<file path="src/pcs_pkg.sv">
// Constants and types for the program counter sequencer
// Operation
// RL1 - Binary counter, width 10 or 11 bits
// RL2 - Counter value is program memory word address
// RL3 - Advance by one per executed instruction
// RL4 - Reset clears counter to word zero
// RL5 - Load only on reset, branch, call, return, interrupt; the code also loads on table read
// RL6 - Direct jump/call loads target from instruction
// RL7 - Indirect jump/call/table read load address register
// RL8 - Returns load address stack top entry
// RL9 - Accepted interrupt loads its vector address
// RL10 - Call or table read saves return address first
// RL11 - Increment wraps from all ones to zero
package pcs_pkg;

	// ==========================================
	// Widths and sizes
	localparam int PCS_WIDTH_SMALL = 10;
	localparam int PCS_WIDTH_LARGE = 11;
	localparam int PCS_WORDS_SMALL = 1024;
	localparam int PCS_WORDS_LARGE = 2048;
	localparam int PCS_INSTR_WIDTH = 16;
	localparam int PCS_OP_WIDTH = 4;
	localparam logic [10:0] PCS_RESET_ADDR = 11'h000;
	localparam logic [10:0] PCS_VECTOR_LAST = 11'h005;

	// ==========================================
	// Sequencing operations
	typedef enum logic [3:0] {
		PCS_OP_NEXT,
		PCS_OP_JUMP,
		PCS_OP_CALL,
		PCS_OP_JUMP_IND,
		PCS_OP_CALL_IND,
		PCS_OP_TABLE_READ,
		PCS_OP_RETURN,
		PCS_OP_RETURN_SKIP,
		PCS_OP_RETURN_IRQ
	} pcs_op_t;

	typedef enum logic [1:0] {
		PCS_SRC_INC,
		PCS_SRC_DIRECT,
		PCS_SRC_REG,
		PCS_SRC_STACK
	} pcs_src_t;

endpackage : pcs_pkg

</file>
<file path="src/pcs_decode.sv">
// Operation decoder choosing next address source
`timescale 1ns/1ns
module pcs_decode
	import pcs_pkg::*;
(
	input wire pcs_op_t op_in,
	output pcs_src_t src_out,
	output logic push_out,
	output logic table_out
);

	// ==========================================
	// Source selection
	always_comb
	begin
		src_out = PCS_SRC_INC;
		push_out = 1'b0;
		table_out = 1'b0;
		case (op_in)
			PCS_OP_JUMP: src_out = PCS_SRC_DIRECT; // RL6
			PCS_OP_CALL:
			begin
				src_out = PCS_SRC_DIRECT; // RL6
				push_out = 1'b1; // RL10
			end
			PCS_OP_JUMP_IND: src_out = PCS_SRC_REG; // RL7
			PCS_OP_CALL_IND:
			begin
				src_out = PCS_SRC_REG; // RL7
				push_out = 1'b1; // RL10
			end
			PCS_OP_TABLE_READ:
			begin
				src_out = PCS_SRC_REG; // RL7
				push_out = 1'b1; // RL10
				table_out = 1'b1;
			end
			PCS_OP_RETURN,
			PCS_OP_RETURN_SKIP,
			PCS_OP_RETURN_IRQ: src_out = PCS_SRC_STACK; // RL8
			default: src_out = PCS_SRC_INC;
		endcase
	end

endmodule : pcs_decode

</file>
<file path="src/pcs_program_counter.sv">
// Program counter and next-address sequencer
`timescale 1ns/1ns
module pcs_program_counter
	import pcs_pkg::*;
#(
	parameter int PC_WIDTH = PCS_WIDTH_LARGE
)
(
	input wire logic mclk_in,
	input wire logic rst_n_in,
	input wire logic exec_in,
	input wire pcs_op_t op_in,
	input wire logic [PC_WIDTH-1:0] target_addr_in,
	input wire logic [PC_WIDTH-1:0] jump_target_reg_in,
	input wire logic [PC_WIDTH-1:0] stack_top_in,
	input wire logic irq_accept_in,
	input wire logic [PC_WIDTH-1:0] irq_vector_in,
	output logic [PC_WIDTH-1:0] instr_pointer_out,
	output logic stack_push_out,
	output logic [PC_WIDTH-1:0] stack_push_addr_out,
	output logic stack_pop_out,
	output logic table_fetch_out,
	output logic [PC_WIDTH-1:0] return_addr_out
);

	// ==========================================
	// Parameter check
	localparam int PC_WORDS = 1 << PC_WIDTH; // RL2
	localparam logic [PC_WIDTH-1:0] PC_RESET =
		PCS_RESET_ADDR[PC_WIDTH-1:0]; // RL4

	if (PC_WIDTH != PCS_WIDTH_SMALL && PC_WIDTH != PCS_WIDTH_LARGE)
	begin : g_bad_width
		$error("pcs_program_counter: PC_WIDTH must be 10 or 11");
	end

	if (PC_WORDS != PCS_WORDS_SMALL && PC_WORDS != PCS_WORDS_LARGE)
	begin : g_bad_words
		$error("pcs_program_counter: memory must be 1024 or 2048 words");
	end

	// ==========================================
	// Internal signals
	pcs_src_t src;
	logic push;
	logic table_rd;
	logic take_irq;
	logic take_exec;
	logic push_exec;
	logic pop_exec;
	logic table_exec;
	logic [PC_WIDTH-1:0] instr_pointer_r;
	logic [PC_WIDTH-1:0] instr_pointer_nxt;
	logic [PC_WIDTH-1:0] pc_inc;
	logic [PC_WIDTH-1:0] carry;
	logic [PC_WIDTH-1:0] push_addr_nxt;

	// ==========================================
	// Decode
	pcs_decode u_decode (
		.op_in(op_in),
		.src_out(src),
		.push_out(push),
		.table_out(table_rd)
	);

	// ==========================================
	// Request qualifiers
	assign take_irq = irq_accept_in; // RL9
	assign take_exec = exec_in && !irq_accept_in; // RL5
	assign push_exec = take_exec && push; // RL10
	assign pop_exec = take_exec && src == PCS_SRC_STACK; // RL8
	assign table_exec = take_exec && table_rd; // RL7

	// ==========================================
	// Incrementer, carry dropped at the top bit
	assign carry[0] = 1'b1;

	for (genvar gi = 0; gi < PC_WIDTH; gi++)
	begin : g_inc
		assign pc_inc[gi] = instr_pointer_r[gi] ^ carry[gi]; // RL1 RL3
		if (gi < PC_WIDTH - 1)
		begin : g_carry
			assign carry[gi+1] = instr_pointer_r[gi] & carry[gi]; // RL11
		end
	end

	// ==========================================
	// Next address
	always_comb
	begin
		instr_pointer_nxt = instr_pointer_r;
		if (take_irq)
		begin
			instr_pointer_nxt = irq_vector_in; // RL9
		end
		else if (take_exec)
		begin
			case (src)
				PCS_SRC_DIRECT:
				begin
					instr_pointer_nxt = target_addr_in; // RL6
				end
				PCS_SRC_REG:
				begin
					instr_pointer_nxt = jump_target_reg_in; // RL7
				end
				PCS_SRC_STACK:
				begin
					instr_pointer_nxt = stack_top_in; // RL8
				end
				default:
				begin
					instr_pointer_nxt = pc_inc; // RL3 RL5
				end
			endcase
		end
	end

	// ==========================================
	// Push address select
	always_comb
	begin
		if (take_irq)
		begin
			push_addr_nxt = instr_pointer_r; // RL10
		end
		else
		begin
			push_addr_nxt = pc_inc; // RL10
		end
	end

	// ==========================================
	// Counter register
	always_ff @(posedge mclk_in)
	begin
		if (!rst_n_in)
		begin
			instr_pointer_r <= PC_RESET; // RL4
		end
		else
		begin
			instr_pointer_r <= instr_pointer_nxt; // RL5
		end
	end

	// ==========================================
	// Push strobe
	always_ff @(posedge mclk_in)
	begin
		if (!rst_n_in)
		begin
			stack_push_out <= 1'b0;
		end
		else
		begin
			stack_push_out <= take_irq || push_exec; // RL10
		end
	end

	// ==========================================
	// Push address
	always_ff @(posedge mclk_in)
	begin
		if (!rst_n_in)
		begin
			stack_push_addr_out <= '0;
		end
		else
		begin
			stack_push_addr_out <= push_addr_nxt; // RL10
		end
	end

	// ==========================================
	// Pop strobe
	always_ff @(posedge mclk_in)
	begin
		if (!rst_n_in)
		begin
			stack_pop_out <= 1'b0;
		end
		else
		begin
			stack_pop_out <= pop_exec; // RL8
		end
	end

	// ==========================================
	// Table fetch strobe
	always_ff @(posedge mclk_in)
	begin
		if (!rst_n_in)
		begin
			table_fetch_out <= 1'b0;
		end
		else
		begin
			table_fetch_out <= table_exec; // RL7
		end
	end

	// ==========================================
	// Return address
	always_ff @(posedge mclk_in)
	begin
		if (!rst_n_in)
		begin
			return_addr_out <= '0;
		end
		else
		begin
			return_addr_out <= pc_inc; // RL10
		end
	end

	// ==========================================
	// Output
	assign instr_pointer_out = instr_pointer_r; // RL2

endmodule : pcs_program_counter

</file>
<file path="config.mk">
export PLATFORM = sky130hd
export DESIGN_NAME = pcs_program_counter
export DESIGN_NICKNAME = d
export VERILOG_FILES = /design/src/pcs_pkg.sv /design/src/pcs_decode.sv /design/src/pcs_program_counter.sv
export SDC_FILE = /design/constraint.sdc
export NUM_CORES = 1
export LEC_CHECK = 0
export ABC_AREA = 1
export ABC_CLOCK_PERIOD_IN_PS = 3400
export BUFFER_PORTS_ARGS = -buffer_cell sky130_fd_sc_hd__buf_2
export CORE_MARGIN = 2
export CORE_UTILIZATION = 45
export CTS_BUF_LIST = sky130_fd_sc_hd__clkbuf_4
export CTS_CLUSTER_SIZE = 24
export DETAILED_ROUTE_END_ITERATION = 8
export PLACE_DENSITY = 0.77
export SYNTH_ARGS = -nofsm -noshare
export SYNTH_HDL_FRONTEND = slang
export SYNTH_SLANG_ARGS = --single-unit
</file>
<file path="constraint.sdc">
create_clock -name mclk_in -period 3.4 [get_ports mclk_in]
set_input_delay 0.17 -clock mclk_in [delete_from_list [all_inputs] [get_ports mclk_in]]
set_output_delay 0.17 -clock mclk_in [all_outputs]
set_load 0.02 [all_outputs]
</file>
==> results of run 1 <==
cells in the final DEF, fill, tap and decap left out, drive strengths merged:
| master | count |
|---|---|
| o211ai | 1 |
| clkinvlp | 1 |
| xor2 | 1 |
| bufinv | 1 |
| nand4 | 2 |
| a22oi | 10 |
| buf | 87 |
| nand3 | 14 |
| o21ai | 28 |
| nand2 | 77 |
| clkinv | 2 |
| dfxtp | 36 |
| a21oi | 14 |
| clkbuf | 5 |
| ha | 9 |
| nor2 | 33 |
| inv | 38 |
cell type report:
class                      count  area share
clock buffer                   5      0.0155
clock inverter                 3      0.0176
inverter                      39      0.0606
multi-input combinational    189       0.402
sequential                    36       0.298
tap                           50      0.0259
timing repair buffer          87       0.180
stage by stage:
step	instance area, µm²	setup WS [ns]	total power [W]
floorplan	1900	0.863	0.000616
global placement	2340	0.818	0.000696
detailed placement	2340	0.762	0.000700
CTS	2420	0.745	0.000995
global route	2420	0.580	0.00104
finish	2420	0.749	0.000993
critical path: cells and delay by family, from the launching register on:
| kind | cells | cell delay [ns] |
|---|---|---|
| buf+inv | 1 | 0.09 |
| fa+ha+maj | 9 | 1.68 |
| xor+xnor | 1 | 0.15 |
| simple gates | 2 | 0.19 |
| compound gates | 1 | 0.06 |
| flops | 1 | 0.38 |
final timing paths:
path | from | endpoint | slack (ns) | cells after the start
hold / removal | irq_vector_in[0] | instr_pointer_out[0] | 0.13 | 3
setup / recovery | instr_pointer_out[0] | instr_pointer_out[10] | 0.75 | 14
setup reg to reg | instr_pointer_out[0] | instr_pointer_out[10] | 0.75 | 14
hold reg to reg | instr_pointer_out[0] | return_addr_out[0] | 0.52 | 1
cells by family after synthesis:
group | count (synthesis) | synth area share
AOI/OAI and AO/OA | 53 | 0.164
DFF | 36 | 0.379
adders and majority gates | 9 | 0.0593
buffers and inverters | 48 | 0.109
xor gates and xnor gates | 1 | 0.00461
and+or+nand+nor | 126 | 0.283
state kept, by name, summed over array words and instances, names as in the netlist:
register	count
stack_pop_out	1
instr_pointer_out	11
table_fetch_out	1
return_addr_out	11
stack_push_addr_out	11
stack_push_out	1
power by group:
| part | internal (W) | switching [W] |
|---|---|---|
| logic | 0.0000821 | 0.000144 |
| registers | 0.000449 | 0.0000152 |
| clock network | 0.000153 | 0.000149 |
| total | 0.000684 | 0.000308 |
cells in the mapped netlist (2+ instances only):
library cell | n | area, µm²
nand2_1 | 68 | 255
dfxtp_1 | 36 | 721
inv_1 | 36 | 135
nor2_1 | 29 | 109
o21ai_0 | 25 | 125
nand3_1 | 14 | 70.1
a21oi_1 | 10 | 50.1
a22oi_1 | 10 | 75.1
ha_1 | 9 | 113
nand2_2 | 8 | 50.1
a21oi_2 | 4 | 35.0
buf_4 | 3 | 22.5
clkbuf_1 | 3 | 11.3
nor2_2 | 3 | 18.8
buf_6 | 2 | 22.5
inv_2 | 2 | 7.51
nand4_1 | 2 | 12.5
o21ai_1 | 2 | 10.0
per-layer routing:
layer  up-vias  track usage  part of all wire
met5         -            0                 0
met4         0       0.0613            0.0068
met3         2       0.0487              0.11
met2       107        0.349              0.46
met1       865        0.293              0.42
li1       1038            -                 -
==> impl_metrics.tcl, run 1 <==
set metrics [dict create \
    hold_slack_ns 0.134 \
    place_congestion 0.862 \
    worst_setup_path_end_kind "register" \
    die_h_um 69.0 \
    worstPathRequired_ns 3.62 \
    dp.cells 401 \
    async_reset_ff_frac 0 \
    cts_inserted_buffers 5 \
    crit_path_cell_trace "ha_1 > ha_1 > ha_1 > ha_1 > ha_1 > ha_1 > ha_1 > ha_1 > ha_1 > xor2_1 > inv_1 > nand3_1 > nand3_1 > a21oi_1" \
    io-pin-count 88 \
    yosysWarningCount 0 \
    cpPeakStageDelay_ns 0.38 \
    holdBufCountCts 0 \
    register_area_um2 721 \
    initial_core_util 0.471 \
    clock-sinks 36 \
    path_common_cell "ha_1" \
    cts_setup_buffers 0 \
    post_cts_resize_count 0 \
    totalWireLength_mm 5.00 \
    synth_cell_types 25 \
    ant_nets 0 \
    drive_gt1_frac 0.320 \
    final_nets 419 \
    drtIter0Drc 131 \
    path_class "register to register" \
    drv_cap 0 \
    post-dp-hpwl_mm 3.83 \
    synth_cells 273 \
    startpoint_type "register" \
    synthFlopType "dfxtp_1" \
    fillerInstances 409 \
    min_period_ns 2.65 \
    clkTransAtPathRegs_ns 0.11 \
    clock-root-buffer "clkbuf_4" \
    synth_fp_nets 334 \
    worst_pin_slew_ns 0.994 \
    row_count 23 \
    tns_ns 0 \
    syn_avg_cell_area_um2 6.96 \
    min_period_over_period 0.780 \
    rsz0062_at_grt "no" \
    cts-htree-levels 2 \
    maxClockFrequency_mhz 377 \
    syn_area_um2 1900 \
    grt_max_degree 24 \
    gr-usage-all-layers 0.218 \
    antenna_cells 0 \
    ys_seq_elements 36 \
    core_area_um2 4030 \
    portBuffers 87 \
    leakagePower_nw 1.40 \
    max_slew_margin 0.335 \
    dieArea_um2 4760 \
    antenna_found_initial 0 \
    hold_viol 0 \
    pwr_density_cell_nw_per_um2 411 \
    maxSlewViolCount 0 \
    grt_pass1_vias 1718 \
    die-width_um 69.0 \
    clock_latency_ns 0.34 \
    routed_via_density 4.92 \
    seq_area_frac_synth 0.379 \
    cts_buffer_depth 2 \
    cts_tree "done" \
    overflow 0 \
    arrival_ns 2.87 \
    fin_cells 409 \
    setup_viol 0 \
    hp-class "primary input to register" \
    fin_worst_skew_ns 0.0105 \
    status "completed" \
    wire_per_inst_um 12.2 \
    post-route-drc-count 0 \
    multiInputGateArea_um2 971 \
    firstDrtPassIters 4 \
    ir_drop_mv 0.157 \
    area_growth_pct 27.2 \
    grt_pass1_wl_mm 7.67 \
    synth_edf_count 0 \
    crit_fanout 6 \
    utilization 0.600 \
    slowest_stage "dfxtp_1" \
    vias 2012 \
]
No activity file was read; power rests on OpenSTA's default activity.
==> run 2: changes to the inputs <==
Settings changed: ABC_CLOCK_PERIOD_IN_PS 3400 to 2100, CORE_UTILIZATION 45 to 43, PLACE_DENSITY 0.77 to 0.78.
Clock period 3.4 ns to 2.1 ns, I/O delays scaled along.
==> run 2 against run 1 <==
Net effect:
- the run now ends with setup timing left
- sequential power grew 63%
- fmax grew 15%
- register-to-register slack got worse by 0.95 ns
- routed wire length increased by 0.22%
- via count grew 1.2%
- clock skew is 0.0022 ns lower
- power up 53%
- sequential share of layout area down 1.4 points
- clock-buffer cell count is 2 higher
- final cell count grew 2.0%
- cell area grew 6.1%
==> impl_metrics.tcl, run 2 (synthesis gave the netlist of run 1 again) <==
set metrics [dict create \
    setup_ws_ns -0.198 \
    dieArea_um2 4960 \
    clock-root-buffer "clkbuf_4" \
    layout_common_cells "buf_2 (87), nand2_1 (67), inv_1 (36)" \
    cts-htree-levels 2 \
    post-dp-hpwl_mm 3.89 \
    hp-class "primary input to register" \
    leakagePower_nw 1.41 \
    worstPathRequired_ns 2.32 \
    routed_via_density 4.88 \
    final_common_cell "buf_2" \
    crit_path_cell_trace "ha_4 > ha_4 > ha_4 > ha_4 > ha_4 > ha_4 > ha_4 > ha_4 > ha_4 > xor2_1 > inv_1 > nand3_1 > nand3_1 > a21oi_1" \
    drive_gt1_frac 0.362 \
    utilization 0.597 \
    setup_viol 5 \
    cts_tree "done" \
    place_area_um2 2500 \
    initial_core_util 0.442 \
    path_class "register to register" \
    rsz0062_at_grt "yes" \
    grt_pass1_wl_mm 8.30 \
    clock_latency_ns 0.34 \
    path_common_cell "ha_4" \
    area_growth_pct 34.9 \
    tns_ns -0.572 \
    wire_per_inst_um 12.0 \
    io-pin-count 88 \
    gr-usage-all-layers 0.212 \
    clkTransAtPathRegs_ns 0.11 \
    violations "setup timing" \
    firstDrtPassIters 4 \
    fin_area_um2 2560 \
    status "finished with violations" \
    ir_drop_mv 0.248 \
    maxSlewViolCount 0 \
    maxClockFrequency_mhz 435 \
    cts_buffer_depth 2 \
    pwr_density_cell_nw_per_um2 592 \
    min_period_ns 2.30 \
    die_h_um 70.5 \
    ant_nets 0 \
    core_area_um2 4290 \
    drtIter0Drc 132 \
    die-width_um 70.5 \
    crit_fanout 3 \
    fillerInstances 402 \
    row_count 24 \
    hold_viol 0 \
    power_w 0.00152 \
    clock-sinks 36 \
    overflow 0 \
    drv_cap 0 \
    antenna_cells 0 \
    cts_setup_buffers 0 \
    max_slew_margin 0.616 \
    startpoint_type "register" \
    slowest_stage "dfxtp_4" \
    portBuffers 87 \
    grt_max_degree 24 \
    min_period_over_period 1.09 \
    post-route-drc-count 0 \
    totalWireLength_mm 5.01 \
    arrival_ns 2.52 \
    cpPeakStageDelay_ns 0.37 \
    worst_pin_slew_ns 0.573 \
    grt_pass1_vias 1847 \
    holdBufCountCts 0 \
    cts_inserted_buffers 5 \
    place_congestion 0.891 \
    fin_worst_skew_ns 0.00825 \
    worst_setup_path_end_kind "register" \
    vias 2036 \
    antenna_found_initial 0 \
    final_nets 425 \
]
[run 2: cell types whose count changed in the layout (fill, tap and decap cells not counted), moves of 2 or more]
| cell | before | now |
|---|---|---|
| ha_1 | 9 | 0 |
| ha_4 | 0 | 9 |
| buf_4 | 0 | 6 |
| clkbuf_4 | 5 | 7 |
| dfxtp_1 | 36 | 34 |
| dfxtp_4 | 0 | 2 |
[run 2: final cells by class]
class / instances / area, µm² / share of cell area
tap: 52 / 65.1 / 0.0254
inverter: 39 / 146 / 0.0571
timing repair buffer: 93 / 480 / 0.187
multi-input combinational: 189 / 1090 / 0.424
clock inverter: 1 / 3.75 / 0.00146
sequential: 36 / 728 / 0.284
clock buffer: 7 / 52.6 / 0.0205
[run 2: where the power goes]
group          switching (W)  internal, W  total, W
clock network       0.000218     0.000155  0.000373
registers          0.0000279     0.000726  0.000754
logic               0.000238     0.000152  0.000391
[run 2: metrics by stage]
step	worst slack, ns	instances	hold WS (ns)
global route	-0.269	417	0.0806
finish	-0.198	417	0.0682
detailed placement	-0.186	409	0.412
global placement	-0.152	409	0.419
floorplan	-0.134	273	0.243
CTS	-0.205	417	0.0543
[run 2: what timing repair did]
action	4_1_cts	5_1_grt
setup endpoints to repair	5	6
gates resized for setup	1	1
pin swaps	0	0
[run 2: final timing paths]
path / startpoint / endpoint / slack, ns / cells past startpoint
min: irq_vector_in[4] / instr_pointer_out[4] / 0.07 / 3
max: instr_pointer_out[1] / instr_pointer_out[10] / -0.20 / 14
max reg2reg: instr_pointer_out[1] / instr_pointer_out[10] / -0.20 / 14
min reg2reg: instr_pointer_out[9] / stack_push_addr_out[9] / 0.57 / 2
[run 2: worst max-delay path, delay by kind of cell (launching register included)]
kind                       cells  cell delay (ns)
xor gates and xnor gates       1             0.13
AOI/OAI and AO/OA              1             0.06
DFF                            1             0.37
adders and majority gates      9             1.37
and+or+nand+nor                2             0.14
buffers and inverters          1             0.09
[run 2: routing by layer]
metal  part of all wire  routed length (µm)  track usage
met5                  0                   0            0
met4              0.020                  99        0.100
met3              0.083                 416       0.0505
met2               0.46                2300        0.341
met1               0.44                2200        0.266
